--- config.mk ---
export PLATFORM = sky130hd
export DESIGN_NAME = ssc_switch_sync
export DESIGN_NICKNAME = d
export VERILOG_FILES = /design/src/logic/ssc_pkg.sv /design/src/logic/ssc_switch_sync.sv
export VERILOG_INCLUDE_DIRS = /design/src /design/src/logic
export SDC_FILE = /design/constraint.sdc
export NUM_CORES = 1
export LEC_CHECK = 0
export BUFFER_PORTS_ARGS = -buffer_cell sky130_fd_sc_hd__buf_2
export CAP_MARGIN = 20
export CORE_UTILIZATION = 60
export DETAILED_ROUTE_END_ITERATION = 6
export HOLD_SLACK_MARGIN = 0.06
export PLACE_DENSITY = 0.9
export SLEW_MARGIN = 40
export SYNTH_ARGS = -nofsm -noshare
export SYNTH_HDL_FRONTEND = slang
export SYNTH_SLANG_ARGS = --single-unit
--- constraint.sdc ---
create_clock -name ref_clk -period 10.2 [get_ports ref_clk]
set_clock_uncertainty 0.2 [all_clocks]
set_input_delay 2.04 -clock ref_clk [delete_from_list [all_inputs] [get_ports ref_clk]]
set_output_delay 2.04 -clock ref_clk [all_outputs]
set_load 0.05 [all_outputs]
--- src/logic/ssc_defs.svh ---
// Purpose: timing counts, register offsets and reset values for the switch synchronizer
// Assumes: ref_clk at 10 MHz (100 ns period)
// Notes: all offsets are byte addresses on APB
`ifndef SSC_DEFS_SVH
`define SSC_DEFS_SVH
`define SSC_CLK_HZ 10000000
`define SSC_HOLD_STEP_MS 10
`define SSC_HOLD_STEP_CYC ((`SSC_CLK_HZ / 1000) * `SSC_HOLD_STEP_MS)
`define SSC_HOLD_MIN 10'h001
`define SSC_HOLD_MAX 10'h3e8
`define SSC_OFS_CTRL 12'h000
`define SSC_OFS_HOLD 12'h004
`define SSC_OFS_INV 12'h008
`define SSC_OFS_COMB 12'h00c
`define SSC_OFS_STAT 12'h010
`define SSC_CTRL_RUN 0
`define SSC_CTRL_CASC 1
`define SSC_CTRL_AVCHK 2
`define SSC_CTRL_MARK 3
`define SSC_CTRL_NUMIN 4
`define SSC_CTRL_TWOERR 7
`define SSC_CTRL_NUMCH 8
`define SSC_CTRL_RST 32'h0000_0000
`define SSC_HOLD_RST 10'h001
`endif

--- src/logic/ssc_pkg.sv ---
// Purpose: types for the switch synchronizer and error combiner
// Assumes: nothing
// Notes: six channels, three A/B pairs
package ssc_pkg;
  typedef logic [5:0] ssc_chan_t;
  typedef enum logic [1:0] {
    SSC_STOP = 2'b00,
    SSC_IDLE = 2'b01,
    SSC_HOLD = 2'b11
  } ssc_state_e;
  typedef struct packed {
    logic run;
    logic cascEn;
    logic avChkEn;
    logic viaMarker;
    logic [2:0] numIn;
    logic twoErr;
    logic [2:0] numCh;
  } ssc_cfg_s;
endpackage

--- src/logic/ssc_switch_sync.sv ---
// Purpose: switch synchronizer with antivalence check and error output combiner
// Assumes: inputs synchronous to ref_clk; one logic cycle per clock
// Notes: registers over APB; hold time in 10 ms steps
// Notes on behaviour
// - Hold time 10 ms to 10 s, 10 ms steps
// - Inverted input complemented, output too
// - One to six inputs, three pairs
// - Input change starts timer, outputs hold
// - Expiry copies inputs to outputs regardless
// - Cascade output exists when cascade configured
// - Cascade rising edge starts timer
// - Marker feedback: timer extended one cycle
// - Expiry checks pairs, non-complement sets error
// - Error clears on clean later synchronization
// - Error output only when check enabled
// - Stop to Run loads outputs immediately
// - One or two error inputs force outputs
// - Combiner one to six channels, per-bit value
`include "ssc_defs.svh"
module ssc_switch_sync (
  input wire logic ref_clk, // 10 MHz clock
  input wire logic reset, // Async reset, active high
  input wire logic psel, // APB select
  input wire logic penable, // APB enable
  input wire logic pwrite, // APB direction
  input wire logic [11:0] paddr, // APB byte address
  input wire logic [31:0] pwdata, // APB write data
  output logic [31:0] prdata, // APB read data
  output logic pready, // APB ready
  output logic pslverr, // APB error
  input wire logic [5:0] syncIn, // Pair inputs 1A,1B,2A,2B,3A,3B
  input wire logic cascadeIn, // Cascade input
  output logic [5:0] syncOut, // Synchronized outputs
  output logic cascadeOut, // Cascade output
  output logic antivalenceErr, // Antivalence error
  input wire logic [5:0] combData, // Combiner data inputs
  input wire logic [1:0] combErrIn, // Combiner error inputs
  output logic [5:0] combOut // Combiner outputs
);

  ssc_pkg::ssc_cfg_s cfg;
  logic [9:0] holdSteps;
  ssc_pkg::ssc_chan_t invMask;
  ssc_pkg::ssc_chan_t errCombo;
  ssc_pkg::ssc_state_e state;
  ssc_pkg::ssc_chan_t prevIn;
  logic prevCasc;
  logic [26:0] holdCnt;
  logic [26:0] holdLoad;
  ssc_pkg::ssc_chan_t usedMask;
  ssc_pkg::ssc_chan_t usedCh;
  ssc_pkg::ssc_chan_t evalIn;
  logic inChange;
  logic cascRise;
  logic startTimer;
  logic latchNow;
  logic pairBad;
  logic runRise;
  logic prevRun;
  logic anyErr;
  logic [9:0] holdW;
  logic wrCtrl;
  logic wrHold;
  logic wrInv;
  logic wrComb;
  logic [31:0] next_prdata;
  logic [2:0] pairFault;

  function automatic ssc_pkg::ssc_chan_t countMask(input logic [2:0] n);
    ssc_pkg::ssc_chan_t m;
    m = '0;
    for (int i = 0; i < 6; i++)
    begin
      if (i < int'(n))
        m[i] = 1'b1;
    end
    return m;
  endfunction

  ////////////////////////////////////////////////////////////////////////////
  // APB slave, zero wait states

  wire apbWr = psel && penable && pwrite;
  wire apbRd = psel && !penable && !pwrite;
  wire addrOk = (paddr == `SSC_OFS_CTRL) || (paddr == `SSC_OFS_HOLD) ||
    (paddr == `SSC_OFS_INV) || (paddr == `SSC_OFS_COMB) || (paddr == `SSC_OFS_STAT);

  // Clamp keeps hold inside the documented span
  always_comb
  begin
    holdW = pwdata[9:0];
    if (holdW < `SSC_HOLD_MIN)
      holdW = `SSC_HOLD_MIN;
    else if (holdW > `SSC_HOLD_MAX)
      holdW = `SSC_HOLD_MAX;
  end

  // One strobe per register; unmapped and status offsets strobe nothing
  always_comb
  begin
    wrCtrl = apbWr && (paddr == `SSC_OFS_CTRL);
    wrHold = apbWr && (paddr == `SSC_OFS_HOLD);
    wrInv = apbWr && (paddr == `SSC_OFS_INV);
    wrComb = apbWr && (paddr == `SSC_OFS_COMB);
  end

  always_ff @(posedge ref_clk or posedge reset)
  begin
    if (reset)
      cfg <= ssc_pkg::ssc_cfg_s'(11'(`SSC_CTRL_RST));
    else if (wrCtrl)
    begin
      cfg.run <= pwdata[`SSC_CTRL_RUN];
      cfg.cascEn <= pwdata[`SSC_CTRL_CASC];
      cfg.avChkEn <= pwdata[`SSC_CTRL_AVCHK];
      cfg.viaMarker <= pwdata[`SSC_CTRL_MARK];
      cfg.numIn <= pwdata[`SSC_CTRL_NUMIN +: 3];
      cfg.twoErr <= pwdata[`SSC_CTRL_TWOERR];
      cfg.numCh <= pwdata[`SSC_CTRL_NUMCH +: 3];
    end
  end

  always_ff @(posedge ref_clk or posedge reset)
  begin
    if (reset)
      holdSteps <= `SSC_HOLD_RST;
    else if (wrHold)
      holdSteps <= holdW;
  end

  always_ff @(posedge ref_clk or posedge reset)
  begin
    if (reset)
      invMask <= 6'h00;
    else if (wrInv)
      invMask <= pwdata[5:0];
  end

  always_ff @(posedge ref_clk or posedge reset)
  begin
    if (reset)
      errCombo <= 6'h00;
    else if (wrComb)
      errCombo <= pwdata[5:0];
  end

  // Picked in the setup cycle so it stands through the access cycle
  always_comb
  begin
    next_prdata = 32'h0000_0000;
    if (apbRd)
    begin
      case (paddr)
        `SSC_OFS_CTRL: next_prdata = {21'h0, cfg.numCh, cfg.twoErr, cfg.numIn,
          cfg.viaMarker, cfg.avChkEn, cfg.cascEn, cfg.run};
        `SSC_OFS_HOLD: next_prdata = {22'h0, holdSteps};
        `SSC_OFS_INV: next_prdata = {26'h0, invMask};
        `SSC_OFS_COMB: next_prdata = {26'h0, errCombo};
        `SSC_OFS_STAT: next_prdata = {14'h0, combOut, 2'h0, syncOut,
          state, antivalenceErr, cascadeOut};
        default: next_prdata = 32'h0000_0000;
      endcase
    end
  end

  always_ff @(posedge ref_clk or posedge reset)
  begin
    if (reset)
    begin
      prdata <= 32'h0000_0000;
      pready <= 1'b0;
      pslverr <= 1'b0;
    end
    else
    begin
      pready <= psel && !penable;
      pslverr <= psel && !penable && !addrOk;
      prdata <= next_prdata;
    end
  end

  ////////////////////////////////////////////////////////////////////////////
  // Synchronizer

  always_comb
  begin
    usedMask = countMask(cfg.numIn);
    usedCh = countMask(cfg.numCh);
    evalIn = (syncIn ^ invMask) & usedMask;
  end

  always_comb
  begin
    inChange = (evalIn != prevIn);
    cascRise = cfg.cascEn && cascadeIn && !prevCasc;
    // Cascade mode follows the shared edge only
    startTimer = cfg.cascEn ? cascRise : inChange;
    runRise = cfg.run && !prevRun;
  end

  always_comb
  begin
    latchNow = runRise || (state == ssc_pkg::SSC_HOLD && holdCnt == 27'h0000000);
  end

  // A pair counts once its second input is in use
  for (genvar p = 0; p < 3; p++)
  begin : g_pair
    assign pairFault[p] = usedMask[2 * p + 1] && (evalIn[2 * p] == evalIn[2 * p + 1]);
  end

  assign pairBad = |pairFault;

  // Ten seconds of hold needs 27 bits; narrower would wrap
  always_comb
  begin
    // Marker adds one cycle of feedback delay; start value is the prior cycle
    holdLoad = 27'(holdSteps) * 27'(`SSC_HOLD_STEP_CYC) - 27'h0000002 +
      ((cfg.cascEn && cfg.viaMarker) ? 27'h0000001 : 27'h0000000);
  end

  always_ff @(posedge ref_clk or posedge reset)
  begin
    if (reset)
    begin
      prevIn <= 6'h00;
      prevCasc <= 1'b0;
      prevRun <= 1'b0;
    end
    else
    begin
      prevIn <= evalIn;
      prevCasc <= cascadeIn;
      prevRun <= cfg.run;
    end
  end

  always_ff @(posedge ref_clk or posedge reset)
  begin
    if (reset)
      state <= ssc_pkg::SSC_STOP;
    else if (!cfg.run)
      state <= ssc_pkg::SSC_STOP;
    else
    begin
      case (state)
        ssc_pkg::SSC_STOP: state <= ssc_pkg::SSC_IDLE;
        ssc_pkg::SSC_IDLE:
        begin
          if (startTimer)
            state <= ssc_pkg::SSC_HOLD;
        end
        ssc_pkg::SSC_HOLD:
        begin
          if (holdCnt == 27'h0000000)
            state <= ssc_pkg::SSC_IDLE;
        end
        default: state <= ssc_pkg::SSC_STOP;
      endcase
    end
  end

  // Changes while holding do not reload the counter
  always_ff @(posedge ref_clk or posedge reset)
  begin
    if (reset)
      holdCnt <= 27'h0000000;
    else if (!cfg.run)
      holdCnt <= 27'h0000000;
    else if (state == ssc_pkg::SSC_IDLE && startTimer)
      holdCnt <= holdLoad;
    else if (state == ssc_pkg::SSC_HOLD && holdCnt != 27'h0000000)
      holdCnt <= holdCnt - 27'h0000001;
  end

  // Outputs move only on expiry or at start of run
  always_ff @(posedge ref_clk or posedge reset)
  begin
    if (reset)
      syncOut <= 6'h00;
    else if (latchNow)
      syncOut <= evalIn;
  end

  always_ff @(posedge ref_clk or posedge reset)
  begin
    if (reset)
      antivalenceErr <= 1'b0;
    else if (!cfg.avChkEn)
      antivalenceErr <= 1'b0;
    else if (latchNow)
      antivalenceErr <= pairBad;
  end

  // Pulses on any change so a peer can share the hold window
  always_ff @(posedge ref_clk or posedge reset)
  begin
    if (reset)
      cascadeOut <= 1'b0;
    else
      cascadeOut <= cfg.cascEn && cfg.run && inChange;
  end

  ////////////////////////////////////////////////////////////////////////////
  // Error output combiner

  always_comb
  begin
    anyErr = combErrIn[0] || (cfg.twoErr && combErrIn[1]);
  end

  always_ff @(posedge ref_clk or posedge reset)
  begin
    if (reset)
      combOut <= 6'h00;
    else if (anyErr)
      combOut <= errCombo & usedCh;
    else
      combOut <= combData & usedCh;
  end

endmodule

After elaboration in Yosys (flattened, before gate mapping) --
Index checks and enable logic that the tools add are counted. Widths: inputs -> output; s select.
Storage, ports and cells: register bits 118, bits of input ports 64, output and inout bits 48, logic and storage cells 125
Operators by class: $add $sub $neg 3, $mul 1, order comparisons 14, eq/ne operators 14, muxes and demuxes 28, bitwise gates (word level) 4, reduce and logical (&&, ||, !) cells 39
Operators by type and width (count):
- $pmux 18 s5 | 1
- $mux 27 | 3
- $add 27x1->27 | 1
- $logic_not 27->1 | 1
- $reduce_bool 27->1 | 1
- $sub 27x1->27 const B | 1
- $sub 27x2->27 const B | 1
- $eq 12x4->1 const B | 2
- $logic_and 1x1->1 | 22
- $mul 10x12->22 const B | 1
- $mux 10 | 2
- $and 6x6->6 | 3
- $mux 18 | 1
- $mux 1 | 16
- $eq 12x3->1 const B | 1
- $eq 12x5->1 const B | 1
- $logic_not 12->1 | 1
- $lt 1x3->1 const A | 4
- $lt 2x3->1 const A | 4
- $lt 3x3->1 const A | 4
- $gt 10x10->1 const B | 1
- $lt 10x1->1 const B | 1
- $logic_or 1x1->1 | 6
- $mux 2 | 3
- 14 further kinds | 21

Logic depth before layout (Yosys ltp) --
Gate-level depths: netlist of the first run.
word-level depth 8, gate-level depth with buffers 19, depth with buffers taken out 18

Worst setup path after synthesis of the first run --
Ideal clock, no wire load.
path type reg-to-reg, start register holdSteps[5], end register holdCnt[26], setup time 0.124 ns, arrival time 4.840 ns, data required time 9.876 ns, slack 5.037 ns, cell stages (with the launch flop) 18, buffers on the path 1, period minus slack after synthesis 5.163 ns, cell sequence dfrtp_1 > ha_1 > fa_1 > fa_1 > ha_1 > inv_1 > fa_1 > inv_1 > ha_1 > buf_2 > and3_1 > nand4_1 > a21oi_1 > a2111o_1 > a21boi_0 > nand4_2 > o311a_1 > a211o_1
Between the ends: word-level cells in the longest chain between the ends 5
RTL lines:
- start, declared | line ssc_switch_sync.sv:42 | logic [9:0] holdSteps;
- start signal, assigned | line ssc_switch_sync.sv:126 | holdSteps <= `SSC_HOLD_RST;
- start signal, assigned | line ssc_switch_sync.sv:128 | holdSteps <= holdW;
- $mul 10x12->22 | line ssc_switch_sync.sv:218 | holdLoad = 27'(holdSteps) * 27'(`SSC_HOLD_STEP_CYC) - 27'h0000002 +
- $sub 27x2->27 | line ssc_switch_sync.sv:218
- $add 27x1->27 | line ssc_switch_sync.sv:218
- $mux 27 | line ssc_switch_sync.sv:270 | else if (state == ssc_pkg::SSC_IDLE && startTimer)
- $mux 27 | line ssc_switch_sync.sv:268 | else if (!cfg.run)
- end signal, assigned | line ssc_switch_sync.sv:271 | holdCnt <= holdLoad;
- end signal, assigned | line ssc_switch_sync.sv:273 | holdCnt <= holdCnt - 27'h0000001;
- end, declared | line ssc_switch_sync.sv:48 | logic [26:0] holdCnt;
Every way passes these cells. A chain may end at the register's enable or synchronous reset.

Final worst setup path of the first run --
start register holdSteps[8], end register holdCnt[26]
Same word-level chain as after synthesis.

==> reports/summary.md, run 1 <==
- prdata[17] — Hold Path End
- holdSteps[8] — startpoint of the most critical register-to-register path
- 6325 — via count
- design-rule violations — failing checks
- combOut[5] — min-delay src
- 19.0% — layout cell share with drive strength beyond 1
- register — type of destination of the critical path
- 810 ps — transition time at the pin with the least slew margin
- 30.4 mm — global-route wire length before repair
- 560 ps — crit-path max cell delay
- 0 — count of warnings emitted by yosys
- 0 — number of resized instances in the post-cts repair step
- 6112 — number of global-route vias before repair
- 350 ps — clock insertion delay at the later pin of the skew report
- 0 — total congestion overflow after global routing
- 4450 ps — worst-case setup margin in the final layout
- 0 ps — Setup Total Neg Slack
- 34.0% — register area share after synthesis
- 0 — remaining antenna violation count after routing
- holdCnt[26] — R2R Path End
- 8 — largest fanout on the critical path
- 4 — CP Buf/Inv Count
- sky130_fd_sc_hd__dfrtp_1 (102), sky130_fd_sc_hd__ha_1 (76), sky130_fd_sc_hd__buf_2 (75) — most used cells in the layout excluding fill and tap cells
- 18 — logic depth of the worst register-to-register path
- 5780 ps — Arrival @ worst endpoint
- 1000 — number of nets in the layout
- 0.914 — final RePlAce weighted congestion
- 0 — Max Transition Viols Final
- 5.89% — xor and xnor fraction of the mapped netlist area
- 16.3% — share of the synthesized area in compound gates (AO/OA/AOI/OAI)
- 30.0% — global-route total usage across every layer
- 100% — fraction of registers with async set/reset
- 62.3% — Initial Util
- 0 — max-cap violations
- sky130_fd_sc_hd__dfrtp_1 — most common cell after layout, fill and taps aside
- 45.5% — worst slew margin relative to its limit
- 0.0893 mV — IR drop worst, VDD
- 1015 — post-route insts no fill
- 0 — number of failing hold endpoints at the final stage
- 0.0122 mm2 — Placeable Area
- 103 mW/mm2 — power density over the cells
- 40 — row count
- 777 — number of instances in the synthesized netlist
- adder cells — Largest delay share family, worst path
- 17.3% — fraction of the mapped netlist area in adder cells
- 77 — largest net degree at the start of global routing
- 6.23 — average vias per placed instance
- reg -> reg — kind of critical path
- 1 — instance count along the most critical hold path
- 56.3% — ratio of final minimum period to clock period
- 10.7% — post-synthesis to final-layout area growth
- inv_1, ha_1, inv_1, ha_1, inv_1, fa_1, inv_1, fa_1, ha_1, ha_1, a21o_4, a2111oi_0, o2bb2ai_1, a21oi_1, xnor2_1, nand4_2, o311a_1, a211o_1 — cell-by-cell trace of the critical path
- 0 — Final setup violation count
- sky130_fd_sc_hd__dfrtp_1 — predominant post-synthesis flop cell
- 112 — I/O pin cnt
- 0 — Antenna Diode Count
- sky130_fd_sc_hd__clkbuf_16 — buffer type at the clock tree root
- 4.26 nW — leakage component of the power
- 0 — hold bufs inserted after CTS
- 3 — number of levels the H-tree was split into
- 5.18% — share of cell area taken by muxes after synthesis
- 15.4% — area share of and/or/nand/nor cells after synthesis
- 0 — number of antenna violations at the first check in global routing
- 0.866 mW — total power
- 9 — Inserted Clock Buffers
- adder cells — largest family of logic cells by synthesized area
- built — TritonCTS clock tree
- 9.76 um2 — Mapped Avg Cell Area
- 999 — number of cells in the design after placement
- finished with violations — run status
- 13.6 mm — DPL Wire Length
- 5750 ps — Final min period
- 114 um — width of the chip
- 7 — total iterations of the first detailed-routing run
- reg -> reg — Min-Delay Path Class
- 904 — Filler Cells Inserted
- 0 — buffer count from post-CTS setup fixing
- 18.6 um — Wirelength per Cell
- 4450 ps — reg-to-reg slack, setup
- 0.00758 mm2 — area of the mapped netlist
- 103 — number of clock sinks
- 103 — number of flip-flops and latches in the synthesized netlist
- 4510 ps — pre-CTS setup slack
- 114 um — floorplan die height
- 0 — number of enable flip-flop cells after synthesis
- 2 — maximum clock path buffer count
- 0.0131 mm2 — area of the die
- 10230 ps — critical path required time
- 18.8 mm — detailed-route wire length
- sky130_fd_sc_hd__a2111oi_0 — master of the slowest instance on the critical path
- no — unrepaired setup endpoints after global routing
- 174 MHz — fmax
- 75 — number of buffer cells added on primary ports
- register — Critical Path Source Type
- 8 — remaining design rule violation count
- 79 — number of distinct library cells after synthesis
- 720 — Starting DRT DRC Count
- 70 ps — clock-pin slew of the registers on the worst-case setup and hold paths
==> sequential cells by signal, indices dropped and copies added, names as in the netlist, 2 cells and up <==
register	flops
cfg	11
state	2
invMask	6
prdata	17
holdSteps	10
prevIn	6
errCombo	6
syncOut	6
combOut	6
holdCnt	27
==> cells by family (layout without fill, tap and decap cells) <==
group | after synthesis | in the layout
fa+ha+maj | 94 | 94
compound gates | 172 | 172
xor+xnor | 51 | 51
simple gates | 225 | 225
buf+inv | 96 | 152
other cells | 1 | 15
flops | 103 | 103
mux | 35 | 35
==> report_power, final <==
| part | internal [mW] | leakage (nW) | total, mW | switching, mW |
|---|---|---|---|---|
| clock | 0.242 | 0.169 | 0.389 | 0.147 |
| combinational | 0.0190 | 2.68 | 0.0667 | 0.0477 |
| sequential | 0.409 | 1.41 | 0.410 | 0.000545 |
| total | 0.670 | 4.26 | 0.866 | 0.196 |
==> worst max path at each step <==
stage / startpoint / end / slack, ps / depth (start not counted)
floorplan: holdSteps[5] / holdCnt[26] / 5040 / 17
global placement: holdSteps[8] / holdCnt[26] / 4630 / 18
detailed placement: holdSteps[8] / holdCnt[26] / 4510 / 18
CTS: holdSteps[8] / holdCnt[26] / 4480 / 18
global route: holdSteps[8] / holdCnt[26] / 4230 / 18
finish: holdSteps[8] / holdCnt[26] / 4450 / 18
==> cell usage after synthesis (11+ instances only) <==
master                       n  area share [%]
sky130_fd_sc_hd__clkbuf_1   19            0.94
sky130_fd_sc_hd__xnor2_1    34             3.9
sky130_fd_sc_hd__mux2_2     33             4.9
sky130_fd_sc_hd__inv_1      55             2.7
sky130_fd_sc_hd__nand2_1    42             2.1
sky130_fd_sc_hd__o21ai_0    30             2.0
sky130_fd_sc_hd__dfrtp_1   102              34
sky130_fd_sc_hd__a21oi_1    43             2.8
sky130_fd_sc_hd__nor2_1     60             3.0
sky130_fd_sc_hd__fa_1       18             4.8
sky130_fd_sc_hd__xor2_1     17             2.0
sky130_fd_sc_hd__ha_1       76              13
sky130_fd_sc_hd__buf_4      17             1.7
sky130_fd_sc_hd__nor3_1     27             1.8
sky130_fd_sc_hd__and3_1     11            0.91
sky130_fd_sc_hd__nand3_1    19             1.3
sky130_fd_sc_hd__nor4_1     14             1.2
==> routing by layer <==
metal / track usage [%] / part of all wire, % / vias up
met5: 0 / 0 / -
met4: 10.6 / 2.9 / 0
met3: 6.56 / 7.3 / 58
met2: 48.8 / 48 / 280
met1: 39.7 / 42 / 3053
li1: - / - / 2934
==> final cells by class <==
| cell class | instances | area (um2) | share of cell area (%) |
|---|---|---|---|
| clock buffer | 14 | 284 | 3.39 |
| clock inverter | 2 | 60.1 | 0.716 |
| inverter | 55 | 209 | 2.49 |
| multi-input combinational | 592 | 4620 | 55.1 |
| sequential | 103 | 2580 | 30.7 |
| tap | 168 | 210 | 2.51 |
| timing repair buffer | 81 | 424 | 5.06 |
==> stage by stage <==
stage | hold WS, ps | instance area [um2] | utilization, %
after floorplan | 211 | 7630 | -
after global placement | 279 | 8030 | 66.1
after detailed placement | 282 | 8040 | 66.1
after CTS | 294 | 8380 | 68.9
after global routing | 320 | 8390 | 69.0
final | 290 | 8390 | 69.0
==> worst register-to-register path, stage by stage (launching register included) <==
cell and delay [ps]:
sky130_fd_sc_hd__dfrtp_1 540, sky130_fd_sc_hd__inv_1 100, sky130_fd_sc_hd__ha_1 290, sky130_fd_sc_hd__inv_1 40
sky130_fd_sc_hd__ha_1 300, sky130_fd_sc_hd__inv_1 70, sky130_fd_sc_hd__fa_1 420, sky130_fd_sc_hd__inv_1 90
sky130_fd_sc_hd__fa_1 420, sky130_fd_sc_hd__ha_1 310, sky130_fd_sc_hd__ha_1 420, sky130_fd_sc_hd__a21o_4 290
sky130_fd_sc_hd__a2111oi_0 560, sky130_fd_sc_hd__o2bb2ai_1 180, sky130_fd_sc_hd__a21oi_1 90, sky130_fd_sc_hd__xnor2_1 450
sky130_fd_sc_hd__nand4_2 210, sky130_fd_sc_hd__o311a_1 410, sky130_fd_sc_hd__a211o_1 230
Power figures use the tool's default switching activity.
==> run 2: changes to the inputs <==
--- a/config.mk
+++ b/config.mk
@@ -8,10 +8,10 @@
 export LEC_CHECK = 0
 export BUFFER_PORTS_ARGS = -buffer_cell sky130_fd_sc_hd__buf_2
 export CAP_MARGIN = 20
-export CORE_UTILIZATION = 60
+export CORE_UTILIZATION = 53
 export DETAILED_ROUTE_END_ITERATION = 6
 export HOLD_SLACK_MARGIN = 0.06
-export PLACE_DENSITY = 0.9
+export PLACE_DENSITY = 0.85
 export SLEW_MARGIN = 40
 export SYNTH_ARGS = -nofsm -noshare
 export SYNTH_HDL_FRONTEND = slang
==> constraint.sdc (replaced) <==
create_clock -name ref_clk -period 4.65 [get_ports ref_clk]
set_clock_uncertainty 0.2 [all_clocks]
set_input_delay 0.93 -clock ref_clk [delete_from_list [all_inputs] [get_ports ref_clk]]
set_output_delay 0.93 -clock ref_clk [all_outputs]
set_load 0.05 [all_outputs]
==> reports/summary.md, run 2 (synthesis gave the netlist of run 1 again) <==
- 0.0148 mm2 — area of the die, +13%
- 1108 — number of cells in the design after placement, +11%
- 41 — largest net degree at the start of global routing, -47%
- design-rule violations, negative setup slack — failing checks
- buf_4, ha_1, ha_1, ha_1, inv_1, fa_1, inv_1, ha_1, ha_1, buf_4, nand3_1, a22oi_2, xnor2_1, nand4_4, nor4_4, nand4_2, o311a_1, a211o_1 — cell-by-cell trace of the critical path
- 880 — Starting DRT DRC Count, +22%
- 7 — total iterations of the first detailed-routing run, unchanged
- 27 — number of flip-flops in the largest register, unchanged
- 1.87 mW — total power, +120%
- 54.4% — Initial Util, -7.9 points
- holdCnt (27), prdata (17), cfg (11) — largest registers
- 188 mW/mm2 — power density over the cells, +82%
- 838 ps — transition time at the pin with the least slew margin, +27.3 ps
- sky130_fd_sc_hd__clkbuf_16 — buffer type at the clock tree root
- 122 um — floorplan die height, +6.3%
- 0 — total congestion overflow after global routing, unchanged
- 0.00994 mm2 — Non-Filler Cell Area, Final, +19%
- 4 — largest fanout on the critical path, -4
- 13 — Final setup violation count, +13
- 43 — row count, +7.5%
- 31.4% — global-route total usage across every layer, +1.4 points
- 1145 — post-route insts no fill, +13%
- 5220 ps — Final min period, -526 ps
- 35.7 mm — global-route wire length before repair, +17%
- 25.2 mm — detailed-route wire length, +33%
- 0 — max-cap violations, unchanged
- 4 — CP Buf/Inv Count, unchanged
- 2 — maximum clock path buffer count, unchanged
- 37.4% — layout cell share with drive strength beyond 1, +18 points
- 1119 — number of nets in the layout, +12%
- 8 — remaining design rule violation count, unchanged
- 590 ps — crit-path max cell delay, +30 ps
- 22.0 um — Wirelength per Cell, +18%
- finished with violations — run status
- 9 — Inserted Clock Buffers, unchanged
- 7357 — via count, +16%
- sky130_fd_sc_hd__buf_4 (115), sky130_fd_sc_hd__dfrtp_1 (96), sky130_fd_sc_hd__buf_2 (75) — most used cells in the layout excluding fill and tap cells
- 0 — Antenna Diode Count, unchanged
- holdCnt — register ranked first by flip-flop count
- 70 ps — clock-pin slew of the registers on the worst-case setup and hold paths, about the same
- 103 — number of clock sinks, unchanged
- register — Critical Path Source Type
- 112% — ratio of final minimum period to clock period, +56 points
- 0 — Max Transition Viols Final, unchanged
- 4690 ps — critical path required time, -5540 ps
- 6.43 — average vias per placed instance, +3.1%
- reg -> reg — Min-Delay Path Class
- 43.7% — worst slew margin relative to its limit, -1.8 points
- register — type of destination of the critical path
- 5260 ps — Arrival @ worst endpoint, -520 ps
- -4160 ps — Setup Total Neg Slack, -4160 ps
- built — TritonCTS clock tree
- yes — unrepaired setup endpoints after global routing
- 0.0139 mm2 — Placeable Area, +15%
- 15.1 mm — DPL Wire Length, +11%
- 0 — number of failing hold endpoints at the final stage, unchanged
- 71.3% — final design utilization, +2.4 points
- sky130_fd_sc_hd__fa_1 — master of the slowest instance on the critical path
- 112 — I/O pin cnt, unchanged
- 0.183 mV — IR drop worst, VDD, +100%
- 192 MHz — fmax, +10%
- 0 — remaining antenna violation count after routing, unchanged
- 3 — number of levels the H-tree was split into, unchanged
- reg -> reg — kind of critical path
- sky130_fd_sc_hd__ha_1 — most used cell, CP
- 122 um — width of the chip, +6.3%
- adder cells — Largest delay share family, worst path
- -570 ps — worst-case setup margin in the final layout, -5020 ps
- 31.2% — post-synthesis to final-layout area growth
- 0.00891 mm2 — placement-stage cell area, +11%
- 0 — number of antenna violations at the first check in global routing, unchanged
- 0.893 — final RePlAce weighted congestion, -2.3%
- 360 ps — clock insertion delay at the later pin of the skew report, about the same
- sky130_fd_sc_hd__buf_4 — most common cell after layout, fill and taps aside
- 7085 — number of global-route vias before repair, +16%
- 4.90 nW — leakage component of the power, +15%
- 75 — number of buffer cells added on primary ports, unchanged
[run 2: changes by cell type in the layout (fill, tap and decap cells not counted), sizes merged]
cell    previous run  this run
buf               81       200
clkbuf            14        10
inv               55        58
bufinv             2         1
clkinv             0         1
[run 2: through the flow]
stage	setup WS (ps)	hold WS (ps)
6_report	-570	291
2_1_floorplan	-257	211
4_1_cts	-216	291
5_1_grt	-707	304
3_3_place_gp	-343	282
3_5_place_dp	-438	286
[run 2: metal layers]
metal / global-route usage (%) / wire length, um / vias up
met1: 37.5 / 9190 / 3598
met4: 13.2 / 1610 / 0
met5: 0 / 0 / -
li1: - / - / 3167
met3: 6.98 / 1920 / 162
met2: 54.4 / 12400 / 430
[run 2: area by class of cell]
class	count	area [um2]
fillers	882	3990
multi-input cells	592	5260
well taps	180	225
clock inverters	5	63.8
repair buffers	200	1370
clock buffers	10	229
flip-flops and latches	103	2590
inverters	55	209
[run 2: worst paths after layout]
| kind | startpoint | endpoint | slack (ps) | cells after the start |
|---|---|---|---|---|
| hold reg to reg | combOut[1] | prdata[13] | 290 | 1 |
| max in group asynchronous | reset | holdSteps[0] | 2930 | 3 |
| setup / recovery | holdSteps[1] | holdCnt[26] | -570 | 18 |
| setup reg to reg | holdSteps[1] | holdCnt[26] | -570 | 18 |
| min in group asynchronous | reset | prevIn[0] | 400 | 2 |
| hold / removal | combOut[1] | prdata[13] | 290 | 1 |
[run 2: power by group]
part | leakage (nW) | internal (mW) | switching, mW
combinational | 3.35 | 0.0745 | 0.130
clock | 0.145 | 0.422 | 0.347
sequential | 1.40 | 0.897 | 0.00103
total | 4.90 | 1.39 | 0.478
[run 2: what timing repair did]
item	4_1_cts	5_1_grt
pin swaps	49	17
hold endpoints to repair	0	0
setup buffers	16	9
hold buffers	0	0
setup endpoints to repair	12	13
resized for setup	71	25
